===== config.mk =====
export PLATFORM = sky130hd
export DESIGN_NAME = rbs_return_bitset
export DESIGN_NICKNAME = d
export VERILOG_FILES = /design/src/rbs_pkg.sv /design/src/rbs_bit_merge.sv /design/src/rbs_return_bitset.sv
export SDC_FILE = /design/constraint.sdc
export NUM_CORES = 1
export LEC_CHECK = 0
export ABC_AREA = 1
export BUFFER_PORTS_ARGS = -buffer_cell sky130_fd_sc_hd__buf_4
export CAP_MARGIN = 20
export CORE_MARGIN = 4
export CORE_UTILIZATION = 45
export CTS_CLUSTER_DIAMETER = 120
export DETAILED_ROUTE_END_ITERATION = 7
export PLACE_DENSITY = 0.8
export SETUP_SLACK_MARGIN = 0.05
export SLEW_MARGIN = 20
export SYNTH_ARGS = -nofsm -noshare
export SYNTH_HDL_FRONTEND = slang
export SYNTH_SLANG_ARGS = --single-unit

===== constraint.sdc =====
create_clock -name core_clk -period 3 [get_ports core_clk]
set_input_delay 0 -clock core_clk [delete_from_list [all_inputs] [get_ports core_clk]]
set_output_delay 0 -clock core_clk [all_outputs]
set_load 0.1 [all_outputs]

===== src/rbs_pkg.sv =====
package rbs_pkg;

    // ****************************************
    // Instruction encodings
    // ****************************************
    localparam logic [9:0] RBS_OP_INTERRUPT_RETURN = 10'h046;
    localparam logic [9:0] RBS_OP_RETURN_SKIP = 10'h045;
    localparam logic [9:0] RBS_OP_CLEAR_HIGH_REF = 10'h058;
    localparam logic [7:0] RBS_OP_BIT_SET_HI = 8'h17;
    localparam int RBS_BIT_SEL_W = 2;

    // ****************************************
    // Widths and reset values
    // ****************************************
    localparam int RBS_PC_W = 14;
    localparam int RBS_SP_W = 3;
    localparam int RBS_DP_W = 7;
    localparam int RBS_TAB_W = 10;
    localparam int RBS_TAB_LOW_W = 8;
    localparam logic [RBS_SP_W-1:0] RBS_SP_RESET = 3'h7;
    localparam logic [RBS_SP_W-1:0] RBS_SP_STEP = 3'h1;
    localparam logic RBS_FLAG_RESET = 1'b0;
    localparam logic RBS_HIGH_ORDER_REF_ENABLE_FLAG_RESET = 1'b0;

    // Context saved when an interrupt is taken
    typedef struct packed {
        logic [2:0] dpX;
        logic [3:0] dpY;
        logic [1:0] dpZ;
        logic carryFlag;
        logic skipStatus;
        logic nopMode;
        logic [3:0] regA;
        logic [3:0] regB;
    } rbs_ctx_t;

    localparam rbs_ctx_t RBS_CTX_RESET = '0;

    // Memory write request
    typedef struct packed {
        logic valid;
        logic [RBS_DP_W-1:0] addr;
        logic [3:0] data;
    } rbs_memwr_t;

    typedef enum logic [2:0] {
        RBS_IDLE = 3'b001,
        RBS_RET1 = 3'b010,
        RBS_RET2 = 3'b100
    } rbs_state_t;

endpackage : rbs_pkg


===== src/rbs_bit_merge.sv =====
`timescale 1ns/100ps
module rbs_bit_merge
    import rbs_pkg::*;
(
    input wire logic [3:0] nibbleIn, // Current memory nibble
    input wire logic [RBS_BIT_SEL_W-1:0] bitSel, // Bit to set
    output logic [3:0] nibbleOut // Nibble with bit set
);
    always_comb
    begin
        nibbleOut = nibbleIn;
        nibbleOut[bitSel] = 1'b1;
    end
endmodule : rbs_bit_merge


===== src/rbs_return_bitset.sv =====
`timescale 1ns/100ps
// Summary of operation
// RQ1: Interrupt return pops PC, decrements SP, two cycles
// RQ2: Interrupt return restores saved core context
// RQ3: Return-and-skip pops PC, always skips next
// RQ4: Flag-clear zeroes high-order ref flag only
// RQ5: Flag low blocks upper two table bits
// RQ6: Bit-set writes one to bit j
module rbs_return_bitset
    import rbs_pkg::*;
(
    input wire logic core_clk, // Instruction clock
    input wire logic rst, // Async reset, active high
    input wire logic instValid, // Instruction word valid
    input wire logic [9:0] instWord, // Instruction word
    input wire logic [RBS_PC_W-1:0] stackTop, // return_stack entry at stack_pointer
    input wire logic [RBS_SP_W-1:0] stackPointerIn, // Current stack_pointer
    input wire logic [RBS_DP_W-1:0] dataPointer, // data_pointer address
    input wire logic [3:0] memNibble, // Nibble at data_pointer
    input wire logic setHighRefFlag, // Set flag from other logic
    input wire logic [9:0] tableData, // Fetched table ROM word
    input wire rbs_ctx_t savedCtx, // Context stored at interrupt
    output logic busy, // Second cycle of a two-cycle return
    output logic pcLoad, // Load PC pulse
    output logic [RBS_PC_W-1:0] pcValue, // New PC
    output logic spLoad, // Load stack_pointer pulse
    output logic [RBS_SP_W-1:0] stackPointerOut, // New stack_pointer
    output logic skipNext, // Skip following instruction
    output logic ctxRestore, // Restore context pulse
    output rbs_ctx_t ctxOut, // Restored context
    output rbs_memwr_t memWrite, // Memory write request
    output logic high_order_ref_enable_flag, // High-order ref enable
    output logic [9:0] tableResult // Table data to destination
);
    // ****************************************
    // Decode
    // ****************************************
    logic isIntRet;
    logic isRetSkip;
    logic isClrRef;
    logic isBitSet;
    logic [3:0] mergedNibble;
    rbs_state_t state;
    logic retIsInt;
    logic retStart;
    logic retEnd;
    logic [RBS_TAB_W-1:0] next_tableResult;

    assign isIntRet = instValid && (state == RBS_IDLE) && (instWord == RBS_OP_INTERRUPT_RETURN);
    assign isRetSkip = instValid && (state == RBS_IDLE) && (instWord == RBS_OP_RETURN_SKIP);
    assign isClrRef = instValid && (state == RBS_IDLE) && (instWord == RBS_OP_CLEAR_HIGH_REF);
    assign isBitSet = instValid && (state == RBS_IDLE)
        && (instWord[9:RBS_BIT_SEL_W] == RBS_OP_BIT_SET_HI);
    // Returns start only from idle; words during a return are dropped
    assign retStart = isIntRet || isRetSkip;
    assign retEnd = (state == RBS_RET1);

    rbs_bit_merge u_merge (
        .nibbleIn(memNibble),
        .bitSel(instWord[RBS_BIT_SEL_W-1:0]),
        .nibbleOut(mergedNibble)
    );

    // ****************************************
    // Return sequencing
    // ****************************************
    always_ff @(posedge core_clk or posedge rst)
    begin
        if (rst)
        begin
            state <= RBS_IDLE;
            retIsInt <= 1'b0;
        end
        else
        begin
            case (state)
                RBS_IDLE:
                begin
                    if (retStart)
                    begin
                        state <= RBS_RET1; // RQ1 RQ3
                        retIsInt <= isIntRet;
                    end
                end
                // Second return cycle ends the return
                RBS_RET1: state <= RBS_IDLE; // RQ1
                // Never entered; recovers to idle
                RBS_RET2: state <= RBS_IDLE;
                default: state <= RBS_IDLE;
            endcase
        end
    end

    // Busy marks the cycle in which new words are dropped
    always_ff @(posedge core_clk or posedge rst)
    begin
        if (rst)
            busy <= 1'b0;
        else
            busy <= retStart; // RQ1 RQ3
    end

    // ****************************************
    // Program counter load
    // ****************************************
    always_ff @(posedge core_clk or posedge rst)
    begin
        if (rst)
        begin
            pcLoad <= 1'b0;
            pcValue <= '0;
        end
        else
        begin
            pcLoad <= retStart; // RQ1 RQ3
            if (retStart)
                pcValue <= stackTop; // RQ1 RQ3
        end
    end

    // ****************************************
    // Stack pointer decrement
    // ****************************************
    // Pop follows the PC load by one cycle
    always_ff @(posedge core_clk or posedge rst)
    begin
        if (rst)
        begin
            spLoad <= 1'b0;
            stackPointerOut <= RBS_SP_RESET;
        end
        else
        begin
            spLoad <= retEnd; // RQ1 RQ3
            if (retEnd)
                stackPointerOut <= stackPointerIn - RBS_SP_STEP; // RQ1 RQ3
        end
    end

    // ****************************************
    // Skip status
    // ****************************************
    // Held until the next accepted word
    always_ff @(posedge core_clk or posedge rst)
    begin
        if (rst)
            skipNext <= RBS_FLAG_RESET;
        else if (retEnd)
            skipNext <= !retIsInt; // RQ3
        else if (instValid && state == RBS_IDLE)
            skipNext <= RBS_FLAG_RESET;
    end

    // ****************************************
    // Context restore
    // ****************************************
    always_ff @(posedge core_clk or posedge rst)
    begin
        if (rst)
            ctxRestore <= 1'b0;
        else
            ctxRestore <= retEnd && retIsInt; // RQ2
    end

    always_ff @(posedge core_clk or posedge rst)
    begin
        if (rst)
            ctxOut <= RBS_CTX_RESET;
        else if (retEnd && retIsInt)
            ctxOut <= savedCtx; // RQ2
    end

    // ****************************************
    // High-order reference flag
    // ****************************************
    // Set from other logic wins over a clear
    always_ff @(posedge core_clk or posedge rst)
    begin
        if (rst)
            high_order_ref_enable_flag <= RBS_HIGH_ORDER_REF_ENABLE_FLAG_RESET;
        else if (setHighRefFlag)
            high_order_ref_enable_flag <= 1'b1;
        else if (isClrRef)
            high_order_ref_enable_flag <= 1'b0; // RQ4
    end

    // ****************************************
    // Table reference data
    // ****************************************
    // Upper bits are held at zero while the flag is clear
    always_comb
    begin
        next_tableResult = tableData;
        if (!high_order_ref_enable_flag)
            next_tableResult[RBS_TAB_W-1:RBS_TAB_LOW_W] = '0; // RQ5
    end

    always_ff @(posedge core_clk or posedge rst)
    begin
        if (rst)
            tableResult <= '0;
        else
            tableResult <= next_tableResult; // RQ5
    end

    // ****************************************
    // Memory bit set
    // ****************************************
    // Address and data hold between writes
    always_ff @(posedge core_clk or posedge rst)
    begin
        if (rst)
            memWrite <= '0;
        else
        begin
            memWrite.valid <= isBitSet; // RQ6
            if (isBitSet)
            begin
                memWrite.addr <= dataPointer;
                memWrite.data <= mergedNibble; // RQ6
            end
        end
    end
endmodule : rbs_return_bitset


==> results of run 1 <==
==> final timing paths <==
check / slack, ns / depth (start not counted) / end / from
worst max-delay path: 1.17 / 5 / ctxOut[0] / state[0]
worst min-delay path: 0.02 / 4 / memWrite[1] / memNibble[1]
worst max register to register: 1.17 / 5 / ctxOut[0] / state[0]
worst min register to register: 0.47 / 2 / memWrite[2] / memWrite[2]
max in group asynchronous: 1.73 / 4 / ctxOut[19] / rst
min in group asynchronous: 0.42 / 3 / pcValue[10] / rst
==> cell type report <==
class	count	area, um2	share of cell area, %
sequential	67	1680	37.7
timing repair buffer	195	1610	36.0
multi-input combinational	181	768	17.2
clock buffer	10	138	3.09
clock inverter	6	113	2.52
tap	72	90.1	2.02
inverter	17	63.8	1.43
==> critical path, delay by kind of cell (launching register included) <==
family	cells	cell delay (ns)
buf+inv	1	0.34
flops	1	0.53
simple gates	4	0.84
==> sequential cells by signal (all words and copies together) (netlist names) <==
signal and count:
ctxRestore 1, stackPointerOut 3, tableResult 10, memWrite 12
spLoad 1, skipNext 1, retIsInt 1, pcValue 14
pcLoad 1, ctxOut 20, high_order_ref_enable_flag 1, state 2
==> power groups by stage <==
| stage | combinational (W) | clock, W | sequential [W] |
|---|---|---|---|
| after floorplan | 0.0000426 | 0 | 0.00110 |
| after global placement | 0.000310 | 0 | 0.000949 |
| after detailed placement | 0.000312 | 0 | 0.000950 |
| after CTS | 0.000372 | 0.000926 | 0.000933 |
| after global routing | 0.000394 | 0.000985 | 0.000936 |
| final | 0.000375 | 0.000930 | 0.000934 |
==> cell families (layout without fill, tap and decap cells) <==
kind of cell	Yosys count	count (layout)
compound gates	6	6
xor+xnor	2	2
fa+ha+maj	1	1
buf+inv	28	228
simple gates	172	172
flops	67	67
==> layout by cell type (no fill, tap or decap) <==
cell type / count
o21bai_1: 1
nand3_1: 25
bufinv_16: 3
dfrtp_1: 63
xnor2_1: 2
clkinv_2: 1
ha_1: 1
clkinv_4: 2
or2_2: 1
dlygate4sd3_1: 57
clkbuf_8: 10
a21oi_1: 2
nor2_4: 2
o21ai_0: 3
nand2_4: 1
inv_1: 10
buf_4: 138
nand3b_1: 1
dfstp_2: 4
inv_2: 7
nor2_1: 11
nand2_1: 131
==> per-stage QoR <==
stage / hold slack [ns] / setup WS, ns / power (W) / cells / utilization (%)
after floorplan: 0.0314 / 1.32 / 0.00114 / 276 / -
after global placement: 0.110 / 1.33 / 0.00126 / 475 / 65.7
after detailed placement: 0.110 / 1.26 / 0.00126 / 475 / 65.7
after CTS: 0.00286 / 1.25 / 0.00223 / 548 / 80.5
after global routing: 0.0311 / 1.05 / 0.00231 / 548 / 80.5
final: 0.0154 / 1.17 / 0.00224 / 548 / 80.5
==> routing by layer <==
metal	part of all wire, %	global-route usage [%]	routed length [um]
met1	38	28.0	3220
met2	52	42.1	4320
met3	7.4	5.73	617
met4	2.4	9.50	204
met5	0	0	0
==> repair_timing <==
item | 4_1_cts | 5_1_grt
hold buffers | 57 | 0
gates resized for setup | 0 | 0
endpoints found under the hold margin | 95 | 0
==> impl_metrics.json, run 1 <==
{
  "drc": 0,
  "syn_area_um2": 2580,
  "drive_gt1_share_pct": 35.5,
  "combPwrFrac_pct": 16.7,
  "yosys-top-cells-area": "dfrtp_1, nand2_1, nand3_1",
  "fin_skew_ns": 0.0131,
  "drtIter0Drc": 97,
  "p_seq_share_pct": 41.7,
  "core_um2": 5540,
  "powerDensity_nw_per_um2": 502,
  "synth-simple-area-share_pct": 27.4,
  "wl_per_cell_um": 15.3,
  "cp-end-kind": "flip-flop",
  "fin_crit_ns": 1.83,
  "p_clk_share_pct": 41.6,
  "ys.flop_type": "dfrtp_1",
  "synth_area_leader_cell": "dfrtp_1",
  "critPathSlowestCell": "nand2_1",
  "synth.top_cell.area_share_pct": 61.2,
  "yosys_warnings": 0,
  "cts_num_sinks": 67,
  "rows": 27,
  "die_area_um2": 7000,
  "cp.required_ns": 3.21,
  "max_stage_delay_ns": 0.55,
  "dieWidth_um": 83.7,
  "slew_headroom_pct": 40.7,
  "yosysUniqueCellTypes": 20,
  "synth_top_family_by_area": "simple AND/OR/NAND/NOR gates",
  "drv_slew": 0,
  "gp_congestion": 0.783,
  "grt.total_usage_pct": 23.9,
  "synthTopCellsByCount": "nand2_1, dfrtp_1, nand3_1, inv_1, nor2_1",
  "synth.mux.area_fraction_pct": 0,
  "synth_most_common_cell": "nand2_1",
  "ys_seq_elements": 67,
  "post-cts-setup-buffers": 0,
  "synth_compound_area_share_pct": 1.26,
  "crit_chain": "nor2_1, nand2_1, inv_2, nand2_1, nand2_1",
  "max_freq_mhz": 546,
  "crit_fanout": 22,
  "clkLatencyLatePin_ns": 0.33,
  "root_buffer": "clkbuf_8",
  "status": "finished clean",
  "final_antenna_net_count": 0,
  "criticalPathCategory": "flip-flop to flip-flop",
  "syn2layout_area_growth_pct": 73.1,
  "nets": 544,
  "grt_pass1_wl_um": 13300,
  "antenna_found_initial": 0,
  "ys_seq_area_share_pct": 65.2,
  "syn_inst": 276,
  "finalInstanceArea_um2": 4460,
  "syn_nets": 349,
  "grt_pass1_vias": 2753,
  "tightest_slew_ns": 0.888,
  "dp_hpwl_um": 4960,
  "place_area_um2": 3640,
  "viasPerCell": 4.79,
  "p_switching_w": 0.000593,
  "die_h_um": 83.7,
  "num_vias": 2626,
  "cts_buffers": 9,
  "clock_tree.htree_level_count": 3,
  "synth_xor_area_share_pct": 0.680,
  "ir_drop_v": 0.000317,
  "io_buffers": 136,
  "fin_crit_sh_pct": 61.0,
  "initial_utilization_pct": 46.5,
  "fin_tns_setup_ns": 0,
  "critPathMostFrequentCell": "nand2_1",
  "hold_viol_final": 0,
  "overflow": 0,
  "wirelength_um": 8360,
  "antennaDiodeCount": 0,
  "cts_buffer_depth": 2,
  "synth_fa_ha_area_share_pct": 0.485,
  "cts.clk_slew.worst_paths_ns": 0.08,
  "power_leakage_nw": 2.40,
  "finalSetupViolations": 0,
  "io-pin-count": 137,
  "first_pass_iters": 4,
  "avgSynthCellArea_um2": 9.34,
  "ys_async_sr_fraction_pct": 100,
  "p_int_w": 0.00165,
  "sw_frac_of_total_pct": 26.5,
  "grt_max_degree": 45,
  "start_kind": "flip-flop",
  "worstHoldPathType": "input pin to flip-flop",
  "maxCapViolCount": 0,
  "fillers": 350,
  "synth-edff-count": 0,
  "rsz0062_at_grt": "no",
  "worstPathArrival_ns": 2.05,
  "cts_tree": "built"
}
Note: power is estimated with default switching activity, not from simulation.
==> inputs of run 2 (changes only) <==
- CORE_UTILIZATION: 45 -> 40
- PLACE_DENSITY: 0.8 -> 0.75
- clock period: 3 -> 1.67 ns (I/O delays scaled with it)
==> run 2 against run 1 <==
Net effect: fmax rose by 24%; register-to-register slack got worse by 0.97 ns; highest routed layer unchanged; non-clock buffer count is 4 higher; clock skew decreased by 0.0077 ns; power up 66%; largest cell class unchanged; largest power group unchanged; sequential share of layout area down 0.13 points; final area grew 0.34%; final cell count increased by 1.5%.
==> impl_metrics.json, run 2 (same netlist as run 1, synthesis figures left out) <==
{
  "status": "finished clean",
  "drv_slew": 0,
  "power_leakage_nw": 2.40,
  "cts_num_sinks": 67,
  "grt_pass1_wl_um": 12100,
  "drive_gt1_share_pct": 36.0,
  "cts_buffer_depth": 2,
  "post-cts-setup-buffers": 0,
  "dieWidth_um": 88.3,
  "wl_per_cell_um": 13.4,
  "root_buffer": "clkbuf_8",
  "grt.total_usage_pct": 20.0,
  "max_freq_mhz": 679,
  "fin_skew_ns": 0.00539,
  "cts.clk_slew.worst_paths_ns": 0.07,
  "dr_wl_met3_um": 599,
  "final_cell_mix": "buf_4, nand2_1, dfrtp_1",
  "ff2ff_setup_slack_ns": 0.20,
  "drc": 0,
  "io-pin-count": 137,
  "final_core_util_pct": 73.4,
  "wirelength_um": 7440,
  "nets": 548,
  "cp-end-kind": "flip-flop",
  "core_um2": 6100,
  "first_pass_iters": 4,
  "sw_frac_of_total_pct": 26.7,
  "num_vias": 2509,
  "top_layer": "met4",
  "route.met2.wl_um": 3880,
  "hold_viol_final": 0,
  "start_kind": "flip-flop",
  "p_int_w": 0.00273,
  "fin_tns_setup_ns": 0,
  "largest_reg_flops": 20,
  "wl_met1_um": 2830,
  "combPwrFrac_pct": 18.1,
  "viasPerCell": 4.51,
  "worstHoldPathType": "input pin to flip-flop",
  "grt_pass1_vias": 2656,
  "cp.required_ns": 1.93,
  "antenna_found_initial": 0,
  "fin_crit_ns": 1.47,
  "crit_fanout": 9,
  "final_cells": 556,
  "clock_tree.htree_level_count": 3,
  "regMostFlops": "ctxOut",
  "p_seq_share_pct": 45.0,
  "rows": 28,
  "dp_hpwl_um": 4940,
  "ir_drop_v": 0.000466,
  "io_buffers": 136,
  "drtIter0Drc": 68,
  "maxCapViolCount": 0,
  "die_area_um2": 7790,
  "tightest_slew_ns": 0.393,
  "finalSetupViolations": 0,
  "cts_buffers": 9,
  "gp_congestion": 0.767,
  "fin_crit_sh_pct": 88.2,
  "p_switching_w": 0.000994,
  "slew_headroom_pct": 73.7,
  "final_common_cell": "buf_4",
  "overflow": 0,
  "worstPathArrival_ns": 1.73,
  "dp_cells": 482,
  "p_clk_share_pct": 36.9,
  "rsz0062_at_grt": "no",
  "syn2layout_area_growth_pct": 73.6,
  "cts_tree": "built",
  "initial_utilization_pct": 42.3,
  "powerDensity_nw_per_um2": 833,
  "criticalPathCategory": "flip-flop to flip-flop",
  "clkLatencyLatePin_ns": 0.32,
  "final_antenna_net_count": 0,
  "die_h_um": 88.3,
  "top_regs": "ctxOut: 20 flops, pcValue: 14 flops, memWrite: 12 flops",
  "grt_max_degree": 29
}
==> run 2: repair_timing <==
item	in CTS	in global routing
hold buffers	57	0
gates resized for setup	0	0
endpoints found under the hold margin	96	0
==> run 2: metal layers <==
metal | global-route usage [%] | vias to the layer above
met3 | 5.40 | 14
met1 | 22.6 | 1159
met5 | 0 | -
met2 | 35.8 | 95
met4 | 8.10 | 0
li1 | - | 1241
==> run 2: cell type report <==
class,count,area [um2]
clock inverter,4,47.5
multi-input combinational,181,768
inverter,17,67.6
clock buffer,12,165
fill,452,1620
antenna,1,2.50
tap,75,93.8
timing repair buffer,199,1650
sequential,67,1680
==> run 2: worst max-delay path, cell delays in order, from the launching register on <==
cell	delay [ns]
dfstp_2	0.53
nand3_1	0.17
nor2_4	0.29
buf_4	0.22
nand3_1	0.09
nand2_1	0.11
==> run 2: final timing paths <==
path | cells after the start | endpoint | startpoint
worst max-delay path | 5 | pcValue[1] | state[0]
worst min-delay path | 4 | memWrite[3] | memNibble[3]
worst max register to register | 5 | pcValue[1] | state[0]
worst min register to register | 2 | memWrite[4] | memWrite[4]
max in group asynchronous | 4 | ctxOut[7] | rst
min in group asynchronous | 3 | memWrite[11] | rst
==> run 2: stage by stage <==
step	hold WS (ns)	worst slack, ns	total power, W	area, um2
3_3_place_gp	0.00337	0.273	0.00227	3690
6_report	0.0135	0.197	0.00373	4480
2_1_floorplan	0.0314	0.311	0.00205	2580
5_1_grt	0.0320	0.0500	0.00389	4470
3_5_place_dp	0.00568	0.182	0.00227	3690
4_1_cts	0.00238	0.168	0.00377	4470
==> run 2: power groups by stage <==
stage	Clock, W	Sequential, W	Combinational, W
5_1_grt	0.00150	0.00168	0.000712
3_3_place_gp	0	0.00171	0.000560
2_1_floorplan	0	0.00197	0.0000771
3_5_place_dp	0	0.00171	0.000566
6_report	0.00138	0.00168	0.000673
4_1_cts	0.00142	0.00168	0.000672
